### src/pkg/sis_defines.svh
// Offsets, field positions, reset values and cycle counts for the stack and interrupt sequencer.
`ifndef SIS_DEFINES_SVH
`define SIS_DEFINES_SVH

`define SIS_IO_SP_LOW      6'h3D
`define SIS_IO_SP_HIGH     6'h3E
`define SIS_LAST_SRAM      16'h025F
`define SIS_GIE_BIT        7
`define SIS_ENTRY_CYC      3'h4
`define SIS_WAKE_CYC       3'h4
`define SIS_PC_W           12
`define SIS_IRQ_N          8
`define SIS_IRQ_FLAG_MASK  8'hFE

`endif

### src/pkg/sis_pkg.sv
// Types shared by the stack and interrupt sequencer modules.
package sis_pkg;

  typedef enum logic [3:0] {
    OP_NONE   = 4'h0,
    OP_PUSH   = 4'h1,
    OP_POP    = 4'h2,
    OP_CALL   = 4'h3,
    OP_RET    = 4'h4,
    OP_ISR_EXIT_INSTR   = 4'h5,
    OP_CLI    = 4'h6,
    OP_SEI    = 4'h7,
    OP_GIE_WR = 4'h8
  } sis_op_t;

  typedef enum logic [8:0] {
    ST_IDLE  = 9'h001,
    ST_CALL  = 9'h002,
    ST_POP1  = 9'h004,
    ST_POP2  = 9'h008,
    ST_RET1  = 9'h010,
    ST_RET2  = 9'h020,
    ST_RET3  = 9'h040,
    ST_WAKE  = 9'h080,
    ST_ENTRY = 9'h100
  } sis_state_t;

  typedef struct packed {
    logic       we;
    logic       re;
    logic [5:0] addr;
    logic [7:0] wdata;
  } sis_io_req_t;

  typedef struct packed {
    logic        we;
    logic        re;
    logic [15:0] addr;
    logic [7:0]  wdata;
  } sis_sram_req_t;

endpackage : sis_pkg

### src/core/sis_irq_flags.sv
// Interrupt flags, pending detection and fixed-priority selection.
`timescale 1ns/1ps
`include "sis_defines.svh"
module sis_irq_flags
  import sis_pkg::*;
#(
  parameter int unsigned      IRQ_N     = `SIS_IRQ_N,
  parameter logic [IRQ_N-1:0] FLAG_MASK = `SIS_IRQ_FLAG_MASK,
  parameter int unsigned      IDX_W     = $clog2(IRQ_N)
) (
  input  wire logic             core_clk_in,
  input  wire logic             rst_n_in,
  input  wire logic [IRQ_N-1:0] cond_in,
  input  wire logic [IRQ_N-1:0] en_in,
  input  wire logic [IRQ_N-1:0] clr_w1_in,
  input  wire logic             ack_in,
  input  wire logic [IDX_W-1:0] ack_idx_in,
  output logic [IRQ_N-1:0]      flags_out,
  output logic                  req_out,
  output logic [IDX_W-1:0]      req_idx_out
);

  logic [IRQ_N-1:0] flag_q;
  logic [IRQ_N-1:0] set_v;
  logic [IRQ_N-1:0] clr_v;
  logic [IRQ_N-1:0] pend_v;

  function automatic logic [IDX_W-1:0] lowest_set(input logic [IRQ_N-1:0] v);
    logic [IDX_W-1:0] idx;
    idx = '0;
    for (int i = IRQ_N - 1; i >= 0; i--) begin
      if (v[i]) begin
        idx = IDX_W'(i);
      end
    end
    return idx;
  endfunction : lowest_set

  always_comb begin
    set_v = cond_in & FLAG_MASK;
    clr_v = clr_w1_in & FLAG_MASK;
    if (ack_in) begin
      clr_v[ack_idx_in] = clr_v[ack_idx_in] | FLAG_MASK[ack_idx_in];
    end
  end

  always_ff @(posedge core_clk_in or negedge rst_n_in) begin
    if (!rst_n_in) begin
      flag_q <= '0;
    end else begin
      flag_q <= set_v | (flag_q & ~clr_v);
    end
  end

  assign pend_v = en_in & ((flag_q & FLAG_MASK) | (cond_in & ~FLAG_MASK));

  assign req_idx_out = lowest_set(pend_v);
  assign req_out     = |pend_v;
  assign flags_out   = flag_q;
endmodule : sis_irq_flags

### src/core/sis_stack_irq_seq.sv
// Stack pointer, stack sequencing and interrupt entry and return for the core.
// Summary of operation
// - Push writes the byte at the stack pointer, then lowers it by one.
// - Calls and interrupt entry push the return address, lowering the pointer by two.
// - Pop raises the stack pointer by one and returns the byte there.
// - Returns pop the return address and raise the stack pointer by two.
// - After reset the stack pointer holds the last SRAM address.
// - Stack pointer high byte at I/O 0x3E, low byte at I/O 0x3D.
// - A source is taken only with its enable and the global enable set.
// - Lowest vector address wins; reset first, then external request zero.
// - Taking an interrupt clears the global enable; software may set it again.
// - The interrupt-return instruction sets the global enable again.
// - Vectoring clears the source flag; writing one also clears it.
// - A flagged condition seen while disabled is held until serviced or cleared.
// - Level sources without flags request only while the condition stands.
// - After interrupt return one instruction runs before another interrupt.
// - The global-disable instruction masks interrupts at once, same cycle included.
// - After the global-enable instruction the next instruction runs first.
// - Entry and return never save or restore the core flags register.
// - Entry takes four cycles, pushing the program counter, before the vector.
// - Interrupts wait for a multi-cycle instruction to complete.
// - Waking from sleep adds four cycles to the entry latency.
// - Interrupt return takes four cycles: pop two bytes, raise pointer, set enable.
// - The program counter is 10, 11 or 12 bits wide.
// - The global enable is bit 7 of the core flags register.
`timescale 1ns/1ps
`include "sis_defines.svh"
module sis_stack_irq_seq
  import sis_pkg::*;
#(
  parameter int unsigned      PC_W      = `SIS_PC_W,
  parameter int unsigned      IRQ_N     = `SIS_IRQ_N,
  parameter logic [IRQ_N-1:0] FLAG_MASK = `SIS_IRQ_FLAG_MASK,
  parameter logic [15:0]      LAST_SRAM = `SIS_LAST_SRAM
) (
  input  wire logic             core_clk_in,
  input  wire logic             rstn_in,
  input  wire sis_op_t          op_in,
  input  wire logic [PC_W-1:0]  op_pc_in,
  input  wire logic [7:0]       op_data_in,
  input  wire logic             boundary_in,
  input  wire logic             sleep_in,
  input  wire sis_io_req_t      io_in,
  output logic [7:0]            io_rdata_out,
  output sis_sram_req_t         sram_out,
  input  wire logic [7:0]       sram_rdata_in,
  input  wire logic [IRQ_N-1:0] irq_cond_in,
  input  wire logic [IRQ_N-1:0] irq_en_in,
  input  wire logic [IRQ_N-1:0] irq_clr_w1_in,
  output logic [IRQ_N-1:0]      irq_flags_out,
  output logic                  gie_out,
  output logic                  busy_out,
  output logic                  done_out,
  output logic [7:0]            pop_data_out,
  output logic [PC_W-1:0]       ret_pc_out,
  output logic                  vec_valid_out,
  output logic [PC_W-1:0]       vec_pc_out
);

  localparam int unsigned IDX_W = $clog2(IRQ_N);

  logic             rst_sync1_q;
  logic             rst_n_q;
  sis_state_t       st_q;
  logic [15:0]      sp_q;
  sis_sram_req_t    sram_q;
  logic [15:0]      pc_hold_q;
  logic [7:0]       ret_hi_q;
  logic             is_isr_exit_instr_q;
  logic [2:0]       cnt_q;
  logic             gie_q;
  logic             hold_q;
  logic             done_q;
  logic [7:0]       pop_q;
  logic [PC_W-1:0]  ret_pc_q;
  logic             vec_valid_q;
  logic [PC_W-1:0]  vec_pc_q;
  logic [7:0]       io_rdata_q;
  logic             idle;
  logic             take;
  logic             irq_req;
  logic [IDX_W-1:0] irq_idx;

  function automatic sis_sram_req_t wr_req(input logic [15:0] a, input logic [7:0] d);
    sis_sram_req_t r;
    r       = '0;
    r.we    = 1'b1;
    r.addr  = a;
    r.wdata = d;
    return r;
  endfunction : wr_req

  function automatic sis_sram_req_t rd_req(input logic [15:0] a);
    sis_sram_req_t r;
    r      = '0;
    r.re   = 1'b1;
    r.addr = a;
    return r;
  endfunction : rd_req

  function automatic logic [PC_W-1:0] vector_of(input logic [IDX_W-1:0] idx);
    return PC_W'(idx) + PC_W'(1);
  endfunction : vector_of

  // Reset is released through two flip-flops.
  always_ff @(posedge core_clk_in or negedge rstn_in) begin
    if (!rstn_in) begin
      rst_sync1_q <= 1'b0;
      rst_n_q     <= 1'b0;
    end else begin
      rst_sync1_q <= 1'b1;
      rst_n_q     <= rst_sync1_q;
    end
  end

  sis_irq_flags #(
    .IRQ_N     (IRQ_N),
    .FLAG_MASK (FLAG_MASK),
    .IDX_W     (IDX_W)
  ) u_flags (
    .core_clk_in (core_clk_in),
    .rst_n_in    (rst_n_q),
    .cond_in     (irq_cond_in),
    .en_in       (irq_en_in),
    .clr_w1_in   (irq_clr_w1_in),
    .ack_in      (take),
    .ack_idx_in  (irq_idx),
    .flags_out   (irq_flags_out),
    .req_out     (irq_req),
    .req_idx_out (irq_idx)
  );

  assign idle = (st_q == ST_IDLE);

  // Any op, disable included, blocks it.
  // Boundary sees settled enables and flags.
  assign take = idle && (op_in == OP_NONE) && boundary_in && gie_q && !hold_q && irq_req;

  // Stack pointer, memory requests and sequencing.
  always_ff @(posedge core_clk_in or negedge rst_n_q) begin
    if (!rst_n_q) begin
      st_q        <= ST_IDLE;
      sp_q        <= LAST_SRAM;
      sram_q      <= '0;
      pc_hold_q   <= 16'h0000;
      ret_hi_q    <= 8'h00;
      is_isr_exit_instr_q   <= 1'b0;
      cnt_q       <= 3'h0;
      done_q      <= 1'b0;
      pop_q       <= 8'h00;
      ret_pc_q    <= '0;
      vec_valid_q <= 1'b0;
      vec_pc_q    <= '0;
    end else begin
      sram_q      <= '0;
      done_q      <= 1'b0;
      vec_valid_q <= 1'b0;
      case (st_q)
        ST_IDLE: begin
          if (take) begin
            pc_hold_q <= 16'(op_pc_in);
            vec_pc_q  <= vector_of(irq_idx);
            if (sleep_in) begin
              st_q  <= ST_WAKE;
              cnt_q <= 3'h0;
            end else begin
              sram_q <= wr_req(sp_q, 8'(op_pc_in));
              sp_q   <= sp_q - 16'h0001;
              st_q   <= ST_ENTRY;
              cnt_q  <= 3'h1;
            end
          end else begin
            case (op_in)
              OP_PUSH: begin
                sram_q <= wr_req(sp_q, op_data_in);
                sp_q   <= sp_q - 16'h0001;
                done_q <= 1'b1;
              end
              OP_CALL: begin
                sram_q    <= wr_req(sp_q, 8'(op_pc_in));
                sp_q      <= sp_q - 16'h0001;
                pc_hold_q <= 16'(op_pc_in);
                st_q      <= ST_CALL;
              end
              OP_POP: begin
                sram_q <= rd_req(sp_q + 16'h0001);
                sp_q   <= sp_q + 16'h0001;
                st_q   <= ST_POP1;
              end
              OP_RET, OP_ISR_EXIT_INSTR: begin
                sram_q    <= rd_req(sp_q + 16'h0001);
                sp_q      <= sp_q + 16'h0001;
                is_isr_exit_instr_q <= (op_in == OP_ISR_EXIT_INSTR);
                st_q      <= ST_RET1;
              end
              default: begin
                st_q <= ST_IDLE;
              end
            endcase
          end
        end
        ST_CALL: begin
          sram_q <= wr_req(sp_q, pc_hold_q[15:8]);
          sp_q   <= sp_q - 16'h0001;
          done_q <= 1'b1;
          st_q   <= ST_IDLE;
        end
        ST_POP1: begin
          st_q <= ST_POP2;
        end
        ST_POP2: begin
          pop_q  <= sram_rdata_in;
          done_q <= 1'b1;
          st_q   <= ST_IDLE;
        end
        ST_RET1: begin
          sram_q <= rd_req(sp_q + 16'h0001);
          sp_q   <= sp_q + 16'h0001;
          st_q   <= ST_RET2;
        end
        ST_RET2: begin
          ret_hi_q <= sram_rdata_in;
          st_q     <= ST_RET3;
        end
        ST_RET3: begin
          ret_pc_q <= PC_W'({ret_hi_q, sram_rdata_in});
          done_q   <= 1'b1;
          st_q     <= ST_IDLE;
        end
        ST_WAKE: begin
          cnt_q <= cnt_q + 3'h1;
          if (cnt_q == `SIS_WAKE_CYC - 3'h1) begin
            sram_q <= wr_req(sp_q, pc_hold_q[7:0]);
            sp_q   <= sp_q - 16'h0001;
            st_q   <= ST_ENTRY;
            cnt_q  <= 3'h1;
          end
        end
        ST_ENTRY: begin
          cnt_q <= cnt_q + 3'h1;
          if (cnt_q == 3'h1) begin
            sram_q <= wr_req(sp_q, pc_hold_q[15:8]);
            sp_q   <= sp_q - 16'h0001;
          end
          if (cnt_q == `SIS_ENTRY_CYC - 3'h1) begin
            vec_valid_q <= 1'b1;
            st_q        <= ST_IDLE;
          end
        end
        default: begin
          st_q <= ST_IDLE;
        end
      endcase
      if (io_in.we && io_in.addr == `SIS_IO_SP_LOW) begin
        sp_q[7:0] <= io_in.wdata;
      end
      if (io_in.we && io_in.addr == `SIS_IO_SP_HIGH) begin
        sp_q[15:8] <= io_in.wdata;
      end
    end
  end

  // Global enable; the other flags are left to software.
  // Only the enable bit is touched.
  always_ff @(posedge core_clk_in or negedge rst_n_q) begin
    if (!rst_n_q) begin
      gie_q <= 1'b0;
    end else if (take) begin
      gie_q <= 1'b0;
    end else if (st_q == ST_RET3 && is_isr_exit_instr_q) begin
      gie_q <= 1'b1;
    end else if (idle) begin
      case (op_in)
        OP_CLI:    gie_q <= 1'b0;
        OP_SEI:    gie_q <= 1'b1;
        // Bit 7 of the flags byte.
        OP_GIE_WR: gie_q <= op_data_in[`SIS_GIE_BIT];
        default:   gie_q <= gie_q;
      endcase
    end
  end

  // One boundary is skipped after OP_SEI or an interrupt return.
  always_ff @(posedge core_clk_in or negedge rst_n_q) begin
    if (!rst_n_q) begin
      hold_q <= 1'b0;
    end else if (st_q == ST_RET3 && is_isr_exit_instr_q) begin
      hold_q <= 1'b1;
    end else if (idle && op_in == OP_SEI) begin
      hold_q <= 1'b1;
    end else if (idle && op_in == OP_NONE && boundary_in) begin
      hold_q <= 1'b0;
    end
  end

  // I/O reads of the pointer bytes.
  always_ff @(posedge core_clk_in or negedge rst_n_q) begin
    if (!rst_n_q) begin
      io_rdata_q <= 8'h00;
    end else if (io_in.re) begin
      case (io_in.addr)
        `SIS_IO_SP_LOW:  io_rdata_q <= sp_q[7:0];
        `SIS_IO_SP_HIGH: io_rdata_q <= sp_q[15:8];
        default:         io_rdata_q <= 8'h00;
      endcase
    end
  end

  assign io_rdata_out  = io_rdata_q;
  assign sram_out      = sram_q;
  assign gie_out       = gie_q;
  assign busy_out      = !idle;
  assign done_out      = done_q;
  assign pop_data_out  = pop_q;
  assign ret_pc_out    = ret_pc_q;
  assign vec_valid_out = vec_valid_q;
  assign vec_pc_out    = vec_pc_q;
endmodule : sis_stack_irq_seq

### config.mk
export PLATFORM = sky130hd
export DESIGN_NAME = sis_stack_irq_seq
export DESIGN_NICKNAME = d
export VERILOG_FILES = /design/src/pkg/sis_pkg.sv /design/src/core/sis_irq_flags.sv /design/src/core/sis_stack_irq_seq.sv
export VERILOG_INCLUDE_DIRS = /design/src /design/src/pkg
export SDC_FILE = /design/constraint.sdc
export NUM_CORES = 1
export LEC_CHECK = 0
export ABC_AREA = 0
export BUFFER_PORTS_ARGS = -buffer_cell sky130_fd_sc_hd__buf_2
export CAP_MARGIN = 0
export CORE_UTILIZATION = 30
export CTS_CLUSTER_SIZE = 25
export DETAILED_ROUTE_END_ITERATION = 16
export GPL_ROUTABILITY_DRIVEN = 0
export PLACE_DENSITY_LB_ADDON = 0.08
export SYNTH_ARGS = -nofsm -noshare
export SYNTH_HDL_FRONTEND = slang
export SYNTH_SLANG_ARGS = --single-unit
### constraint.sdc
create_clock -name core_clk_in -period 8.2 [get_ports core_clk_in]
set_input_delay 0.82 -clock core_clk_in [delete_from_list [all_inputs] [get_ports core_clk_in]]
set_output_delay 0.82 -clock core_clk_in [all_outputs]
set_load 0.02 [all_outputs]
==> tab_implementation.tex, run 1 <==
\begin{tabular}{lr}
\hline
Metric & Value \\
\hline
\multicolumn{2}{l}{\textbf{Synthesis}} \\
\quad FFs w/ async S/R, synth & 100\% \\
\quad Simple-gate portion of the synthesized area & 21.4\% \\
\quad Parity-gate share of the synthesized area counting xor and xnor cells & 2.31\% \\
\quad Proportion of synthesized area in mux cells & 7.37\% \\
\quad Warnings, synthesis & 0 \\
\quad Avg Cell Area, Syn & 9.81 um2 \\
\quad Flip-flop and latch count after synthesis & 117 \\
\quad Adder and majority gate portion of the synthesized area & 1.55\% \\
\quad Largest area contributor in the netlist & sky130\_fd\_sc\_hd\_\_dfrtp\_1 \\
\quad Number of enable-type register cells in the synthesized netlist & 0 \\
\quad Sequential fraction of the synthesis area & 45.5\% \\
\quad Synth Area in Compound Gates & 16.2\% \\
\quad Yosys top cell area share & 42.3\% \\
\quad Post-synthesis cell area & 0.00645 mm2 \\
\quad Top cells by area in the synthesized netlist & sky130\_fd\_sc\_hd\_\_dfrtp\_1 (42\%), sky130\_fd\_sc\_hd\_\_mux2\_2 (6.1\%), sky130\_fd\_sc\_hd\_\_nand2\_1 (4.0\%) \\
\quad Number of cells produced by synthesis & 658 \\
\quad Main combinational cell family by area after synthesis & simple AND/OR/NAND/NOR gates \\
\quad Netlist cell types & 81 \\
\quad Main synth FF type & sky130\_fd\_sc\_hd\_\_dfrtp\_1 \\
\multicolumn{2}{l}{\textbf{Route}} \\
\quad Routed via count & 5,459 \\
\quad First DRT Iteration DRCs & 360 \\
\quad DRC & 0 \\
\quad Total routed wirelength & 18,300 um \\
\quad Via density per instance & 5.11 \\
\quad DR pass1 iterations & 5 \\
\quad Post-detailed-route wirelength per cell & 17.2 um \\
\quad Residual antenna-violating net count after detailed routing & 0 \\
\multicolumn{2}{l}{\textbf{Layout}} \\
\quad Leading cell types in the layout, fill and taps excluded & sky130\_fd\_sc\_hd\_\_buf\_2 (144), sky130\_fd\_sc\_hd\_\_dfrtp\_1 (108), sky130\_fd\_sc\_hd\_\_nand2\_1 (69) \\
\quad Antenna Cells & 0 \\
\quad Total of fill cells in the finished design & 2,142 \\
\quad Total number of nets in the final design & 864 \\
\quad Most common library cell in the layout ignoring fill and taps & sky130\_fd\_sc\_hd\_\_buf\_2 \\
\quad Area Growth Syn to Fin & 22.2\% \\
\quad Share of cells above drive strength 1 & 32.0\% \\
\multicolumn{2}{l}{\textbf{Setup path}} \\
\quad Reg2reg start & st\_q[7] \\
\quad Element type at the critical path start & flop \\
\quad Critical path class & flop to flop \\
\quad Endpoint of the worst setup timing path & sram\_out[16] \\
\quad Critical path arrival & 4.00 ns \\
\quad Nature of the critical path endpoint & flop \\
\quad Register-to-register path setup slack & 4.53 ns \\
\quad Worst reg2reg path depth & 8 \\
\quad Maximum net fanout on the critical path & 14 \\
\quad Critical R2R Capture & sram\_out[16] \\
\quad Data required time of the critical path & 8.53 ns \\
\quad Worst Setup SP & st\_q[7] \\
\multicolumn{2}{l}{\textbf{Clocking}} \\
\quad Number of sinks handled by clock tree synthesis & 117 \\
\quad Clock latency on the worst-skew pair & 0.42 ns \\
\quad Hold-fix buffer count after cts & 0 \\
\quad Post-CTS Resized & 0 \\
\quad Root cell of the clock tree & sky130\_fd\_sc\_hd\_\_clkbuf\_16 \\
\quad H-tree Lvls & 4 \\
\quad CTS clock-pin slew for the worst setup and hold paths & 0.06 ns \\
\quad CTS tree & done \\
\quad Number of buffers created by CTS & 17 \\
\quad Post-CTS setup-driven buffer insertion count & 0 \\
\quad CTS Buffer Depth & 2 \\
\multicolumn{2}{l}{\textbf{Timing}} \\
\quad Final hold violations & 0 \\
\quad RSZ-0062 raised after global routing & no \\
\quad Slew at the pin closest to its max-slew limit & 1.28 ns \\
\quad Period minus WS final & 3.67 ns \\
\quad Worst rel slew slack & 14.6\% \\
\quad Total setup violations reported at the end of the flow & 0 \\
\quad Setup TNS & 0 ns \\
\quad Maximum clock frequency & 0.273 GHz \\
\quad Crit share post-route & 44.7\% \\
\quad Worst hold slack & 0.170 ns \\
\quad Final Skew & 0.00776 ns \\
\quad Final Max Tran Viols & 0 \\
\multicolumn{2}{l}{\textbf{Floorplan}} \\
\quad Die width & 149 um \\
\quad Core area & 0.0210 mm2 \\
\quad Area of the die & 0.0221 mm2 \\
\quad Die Y-Extent & 149 um \\
\quad Count of pins on the block boundary & 154 \\
\quad Initial cell density of the core & 30.7\% \\
\quad Floorplan row count & 53 \\
\multicolumn{2}{l}{\textbf{GRT}} \\
\quad Initial antenna violation count & 2 \\
\quad Vias in the first global route & 5,341 \\
\quad Wire length of the first global-routing pass & 29,300 um \\
\quad Largest net degree at the start of global routing & 81 \\
\quad Global router's overall resource usage & 17.3\% \\
\quad Remaining Overflow, GRT & 0 \\
\multicolumn{2}{l}{\textbf{Status}} \\
\quad Run status & finished, final reports clean \\
\multicolumn{2}{l}{\textbf{Min path}} \\
\quad Hold WC Path Type & input port to asynchronous set/reset pin \\
\multicolumn{2}{l}{\textbf{Power and ir drop}} \\
\quad Worst IR Drop VDD & 0.142 mV \\
\quad Power density normalized to cell area & 294 mW/mm2 \\
\quad Pleak & 3.68 nW \\
\multicolumn{2}{l}{\textbf{Place}} \\
\quad HPWL after DPL & 13,400 um \\
\quad IO buf count & 144 \\
\multicolumn{2}{l}{\textbf{Flow run}} \\
\quad Max capacitance violation total & 0 \\
\hline
\end{tabular}
through the flow:
step / setup slack, ns / util [%] / std cells / area (um2) / power [mW]
after CTS: 4.58 / 37.5 / 1068 / 7880 / 2.34
after floorplan: 4.71 / - / 665 / 6480 / 1.37
after global routing: 4.27 / 37.5 / 1068 / 7880 / 2.47
final: 4.53 / 37.5 / 1068 / 7880 / 2.32
after global placement: 4.44 / 34.7 / 1036 / 7290 / 1.57
after detailed placement: 4.45 / 34.7 / 1036 / 7290 / 1.59
cell usage after synthesis, types with 12 or more instances:
master,count
sky130_fd_sc_hd__dfrtp_1,109
sky130_fd_sc_hd__nand2_1,69
sky130_fd_sc_hd__nor2_1,56
sky130_fd_sc_hd__mux2_2,35
sky130_fd_sc_hd__a21oi_1,30
sky130_fd_sc_hd__o21ai_0,24
sky130_fd_sc_hd__clkbuf_1,22
sky130_fd_sc_hd__inv_1,20
sky130_fd_sc_hd__nand3_1,17
sky130_fd_sc_hd__nor3_1,17
sky130_fd_sc_hd__xnor2_1,15
sky130_fd_sc_hd__buf_4,12
sky130_fd_sc_hd__o21ai_1,12
area by class of cell:
cell class | count | area, um2 | area share, %
sequential | 117 | 2940 | 37.3
timing repair buffer | 146 | 736 | 9.33
clock inverter | 14 | 151 | 1.92
multi-input combinational | 476 | 3190 | 40.4
inverter | 22 | 82.6 | 1.05
tap | 275 | 344 | 4.37
clock buffer | 18 | 439 | 5.57
how the worst min path moves through the flow:
stage                startpoint               to  slack [ns]  depth (start not counted)
finish                  rstn_in      rst_sync1_q        0.17                          1
global route            rstn_in          rst_n_q        0.15                          1
CTS                     rstn_in          rst_n_q        0.15                          1
detailed placement      rst_n_q  io_rdata_out[1]        0.32                          0
global placement        rst_n_q  io_rdata_out[1]        0.31                          0
floorplan           rst_sync1_q          rst_n_q        0.33                          0
worst max-delay path: stages, from the launching register on:
cell	delay, ns
sky130_fd_sc_hd__dfrtp_1	0.49
sky130_fd_sc_hd__nor4_2	0.79
sky130_fd_sc_hd__and3_2	0.53
sky130_fd_sc_hd__inv_2	0.16
sky130_fd_sc_hd__nor4_1	0.70
sky130_fd_sc_hd__nand2b_1	0.28
sky130_fd_sc_hd__a21o_1	0.37
sky130_fd_sc_hd__o21ai_0	0.15
sky130_fd_sc_hd__o21ai_0	0.10
metal layers:
| layer | vias up | track usage (%) | wire length (um) | part of all wire (%) |
|---|---|---|---|---|
| li1 | 2615 | - | - | - |
| met1 | 2642 | 24.3 | 8850 | 48 |
| met2 | 182 | 25.0 | 7950 | 43 |
| met3 | 16 | 5.52 | 1340 | 7.3 |
| met4 | 4 | 5.10 | 157 | 0.86 |
| met5 | - | 0 | 20 | 0.11 |
flip-flops by register name (all words and copies together) (netlist names):
register and count:
ret_hi_q 4, vec_valid_out 1, vec_pc_out 4, sram_out 26
io_rdata_out 8, hold_q 1, u_flags.flags_out 8, st_q 9
cnt_q 3, gie_out 1, rst_sync1_q 1, rst_n_q 1
sp_q 16, is_isr_exit_instr_q 1, pop_data_out 8, ret_pc_out 12
pc_hold_q 12, done_out 1
where the power goes:
part / switching, mW / internal, mW / total (mW)
clock network: 0.287 / 0.457 / 0.744
logic: 0.383 / 0.279 / 0.662
registers: 0.169 / 0.744 / 0.913
total: 0.839 / 1.48 / 2.32
cell families (layout without fill, tap and decap cells):
group | Yosys count | in the layout
other | 2 | 9
AND/OR/NAND/NOR | 251 | 251
flip-flops | 117 | 117
buffers and inverters | 72 | 200
AO/OA/AOI/OAI | 148 | 148
XOR/XNOR | 17 | 17
adder cells (fa/ha/maj) | 8 | 8
multiplexers | 43 | 43
Power figures use the tool's default switching activity.
==> run 2: changes to the inputs <==
==> constraint.sdc (replaced) <==
create_clock -name core_clk_in -period 3.2 [get_ports core_clk_in]
set_input_delay 0.32 -clock core_clk_in [delete_from_list [all_inputs] [get_ports core_clk_in]]
set_output_delay 0.32 -clock core_clk_in [all_outputs]
set_load 0.02 [all_outputs]
==> run 2 against run 1 <==
Cell area increased by 1.8%. Wire length shrank 0.20%. Non-clock buffer count up 21. Die area stayed put. Combinational power grew to 2.7 times the previous value. Sequential power rose to 2.6 times the previous value. Critical endpoint is now sp_q[2]. Highest routed layer unchanged.
==> tab_implementation.tex, run 2 (synthesized netlist as in run 1, its figures left out) <==
\begin{tabular}{lr}
\hline
Metric & Value \\
\hline
\multicolumn{2}{l}{\textbf{Place}} \\
\quad IO buf count & 144 (unchanged) \\
\quad Area after DPL & 0.00745 mm2 (+2.2\%) \\
\quad Setup slack at placement & 0.447 ns (-4.01 ns) \\
\quad HPWL after DPL & 13,700 um (+2.6\%) \\
\multicolumn{2}{l}{\textbf{Timing}} \\
\quad Slew at the pin closest to its max-slew limit & 0.720 ns (-0.561 ns) \\
\quad Worst rel slew slack & 52.0\% (+37 points) \\
\quad Final setup slack of the worst path & 0.422 ns (-4.11 ns) \\
\quad Period minus WS final & 2.78 ns (-0.889 ns) \\
\quad Final Skew & 0.00819 ns (+0.000426 ns) \\
\quad Crit share post-route & 86.8\% (+42 points) \\
\quad Worst hold slack & 0.0844 ns (-0.0853 ns) \\
\quad Setup TNS & 0 ns (unchanged) \\
\quad RSZ-0062 raised after global routing & no \\
\quad Total setup violations reported at the end of the flow & 0 (unchanged) \\
\quad Final Max Tran Viols & 0 (unchanged) \\
\quad Final hold violations & 0 (unchanged) \\
\quad Maximum clock frequency & 0.360 GHz (+32\%) \\
\multicolumn{2}{l}{\textbf{Floorplan}} \\
\quad Floorplan row count & 53 (unchanged) \\
\quad Core area & 0.0210 mm2 (unchanged) \\
\quad Area of the die & 0.0221 mm2 (unchanged) \\
\quad Count of pins on the block boundary & 154 (unchanged) \\
\quad Die Y-Extent & 149 um (unchanged) \\
\quad Die width & 149 um (unchanged) \\
\quad Initial cell density of the core & 30.7\% (unchanged) \\
\multicolumn{2}{l}{\textbf{Flow run}} \\
\quad Max capacitance violation total & 0 (unchanged) \\
\multicolumn{2}{l}{\textbf{Route}} \\
\quad Routed via count & 5,466 (+0.13\%) \\
\quad DR pass1 iterations & 5 (unchanged) \\
\quad Via density per instance & 5.02 (-1.8\%) \\
\quad Post-detailed-route wirelength per cell & 16.8 um (-2.1\%) \\
\quad Residual antenna-violating net count after detailed routing & 0 (unchanged) \\
\quad Total routed wirelength & 18,300 um (-0.20\%) \\
\quad First DRT Iteration DRCs & 252 (-30\%) \\
\quad DRC & 0 (unchanged) \\
\multicolumn{2}{l}{\textbf{Clocking}} \\
\quad Number of buffers created by CTS & 17 (unchanged) \\
\quad Post-CTS setup-driven buffer insertion count & 0 (unchanged) \\
\quad Root cell of the clock tree & sky130\_fd\_sc\_hd\_\_clkbuf\_16 \\
\quad CTS tree & done \\
\quad H-tree Lvls & 4 (unchanged) \\
\quad Clock latency on the worst-skew pair & 0.42 ns (about the same) \\
\quad CTS clock-pin slew for the worst setup and hold paths & 0.06 ns (about the same) \\
\quad Post-CTS Resized & 0 (unchanged) \\
\quad CTS Buffer Depth & 2 (unchanged) \\
\quad Number of sinks handled by clock tree synthesis & 117 (unchanged) \\
\quad Hold-fix buffer count after cts & 1 (+1) \\
\multicolumn{2}{l}{\textbf{GRT}} \\
\quad Vias in the first global route & 5,395 (+1.0\%) \\
\quad Global router's overall resource usage & 17.3\% (about the same) \\
\quad Initial antenna violation count & 1 (-1) \\
\quad Largest net degree at the start of global routing & 53 (-35\%) \\
\quad Remaining Overflow, GRT & 0 (unchanged) \\
\quad Wire length of the first global-routing pass & 29,300 um (+0.16\%) \\
\multicolumn{2}{l}{\textbf{Layout}} \\
\quad Register area & 0.00294 mm2 (unchanged) \\
\quad Core occupancy in the finished layout & 38.2\% (+0.68 points) \\
\quad Max FFs per register & 26 (unchanged) \\
\quad Total number of nets in the final design & 885 (+2.4\%) \\
\quad Most common library cell in the layout ignoring fill and taps & sky130\_fd\_sc\_hd\_\_buf\_2 \\
\quad Share of cells above drive strength 1 & 33.7\% (+1.6 points) \\
\quad Footprint of the multi-input gates & 0.00319 mm2 (unchanged) \\
\quad Leading cell types in the layout, fill and taps excluded & sky130\_fd\_sc\_hd\_\_buf\_2 (144), sky130\_fd\_sc\_hd\_\_dfrtp\_1 (108), sky130\_fd\_sc\_hd\_\_nand2\_1 (69) \\
\quad Area Growth Syn to Fin & 24.4\% \\
\quad Antenna Cells & 0 (unchanged) \\
\quad Total of fill cells in the finished design & 2,118 (-1.1\%) \\
\quad Area of all placed cells without fillers & 0.00803 mm2 (+1.8\%) \\
\multicolumn{2}{l}{\textbf{Power and ir drop}} \\
\quad Pleak & 3.77 nW (+2.5\%) \\
\quad Power density normalized to cell area & 738 mW/mm2 (+150\%) \\
\quad Worst IR Drop VDD & 0.346 mV (+140\%) \\
\multicolumn{2}{l}{\textbf{Setup path}} \\
\quad Register-to-register path setup slack & 0.42 ns (-4.11 ns) \\
\quad Worst Setup SP & st\_q[1] \\
\quad Endpoint of the worst setup timing path & sp\_q[2] \\
\quad Critical R2R Capture & sp\_q[2] \\
\quad Critical path class & flop to flop \\
\quad Reg2reg start & st\_q[1] \\
\quad Data required time of the critical path & 3.54 ns (-4.99 ns) \\
\quad Critical path arrival & 3.12 ns (-0.88 ns) \\
\quad Worst reg2reg path depth & 8 (unchanged) \\
\quad Element type at the critical path start & flop \\
\quad Nature of the critical path endpoint & flop \\
\quad Maximum net fanout on the critical path & 10 (-4) \\
\multicolumn{2}{l}{\textbf{Min path}} \\
\quad HP Start & irq\_cond\_in[6] \\
\quad Hold WC Path Type & input port to flop \\
\multicolumn{2}{l}{\textbf{Status}} \\
\quad Run status & finished, final reports clean \\
\hline
\end{tabular}
==> run 2: metrics by stage <==
| step | cells | total power [mW] |
|---|---|---|
| finish | 1089 | 5.92 |
| global route | 1089 | 6.30 |
| CTS | 1089 | 6.00 |
| detailed placement | 1056 | 4.14 |
| global placement | 1056 | 4.10 |
| floorplan | 665 | 3.52 |
==> run 2: layer usage <==
layer,track usage (%),up-vias,share of wire (%)
li1,-,2658,-
met5,0,-,0.044
met1,23.9,2595,46
met3,4.79,22,7.6
met2,25.9,189,45
met4,5.67,2,1.2
==> run 2: layout make-up <==
cell class / instances / share of cell area, %
clock buffers: 17 / 5.30
clock inverters: 15 / 1.68
inverters: 22 / 1.03
multi-input cells: 476 / 39.7
flip-flops and latches: 117 / 36.7
well taps: 275 / 4.29
repair buffers: 167 / 11.3
==> run 2: worst min-delay path by stage <==
| stage | slack, ns | endpoint | cells past startpoint |
|---|---|---|---|
| floorplan | 0.02 | rst_n_q | 0 |
| finish | 0.08 | u_flags.flags_out[6] | 2 |
| global placement | 0.11 | rst_sync1_q | 1 |
| detailed placement | 0.11 | rst_sync1_q | 1 |
| global route | 0.08 | u_flags.flags_out[1] | 2 |
| CTS | 0.07 | u_flags.flags_out[6] | 2 |
==> run 2: critical path, stage by stage, from the launching register on <==
cell	delay (ns)
sky130_fd_sc_hd__dfrtp_1	0.50
sky130_fd_sc_hd__nor4_4	0.51
sky130_fd_sc_hd__nand4b_4	0.26
sky130_fd_sc_hd__nand4_1	0.24
sky130_fd_sc_hd__o211ai_1	0.15
sky130_fd_sc_hd__buf_4	0.22
sky130_fd_sc_hd__nor2_2	0.21
sky130_fd_sc_hd__mux2_1	0.33
sky130_fd_sc_hd__mux2_2	0.26
==> run 2: power breakdown <==
group	switching [mW]	internal [mW]	leakage (nW)
sequential	0.440	1.91	1.46
combinational	1.01	0.756	2.04
clock	0.788	1.02	0.268
total	2.24	3.68	3.77
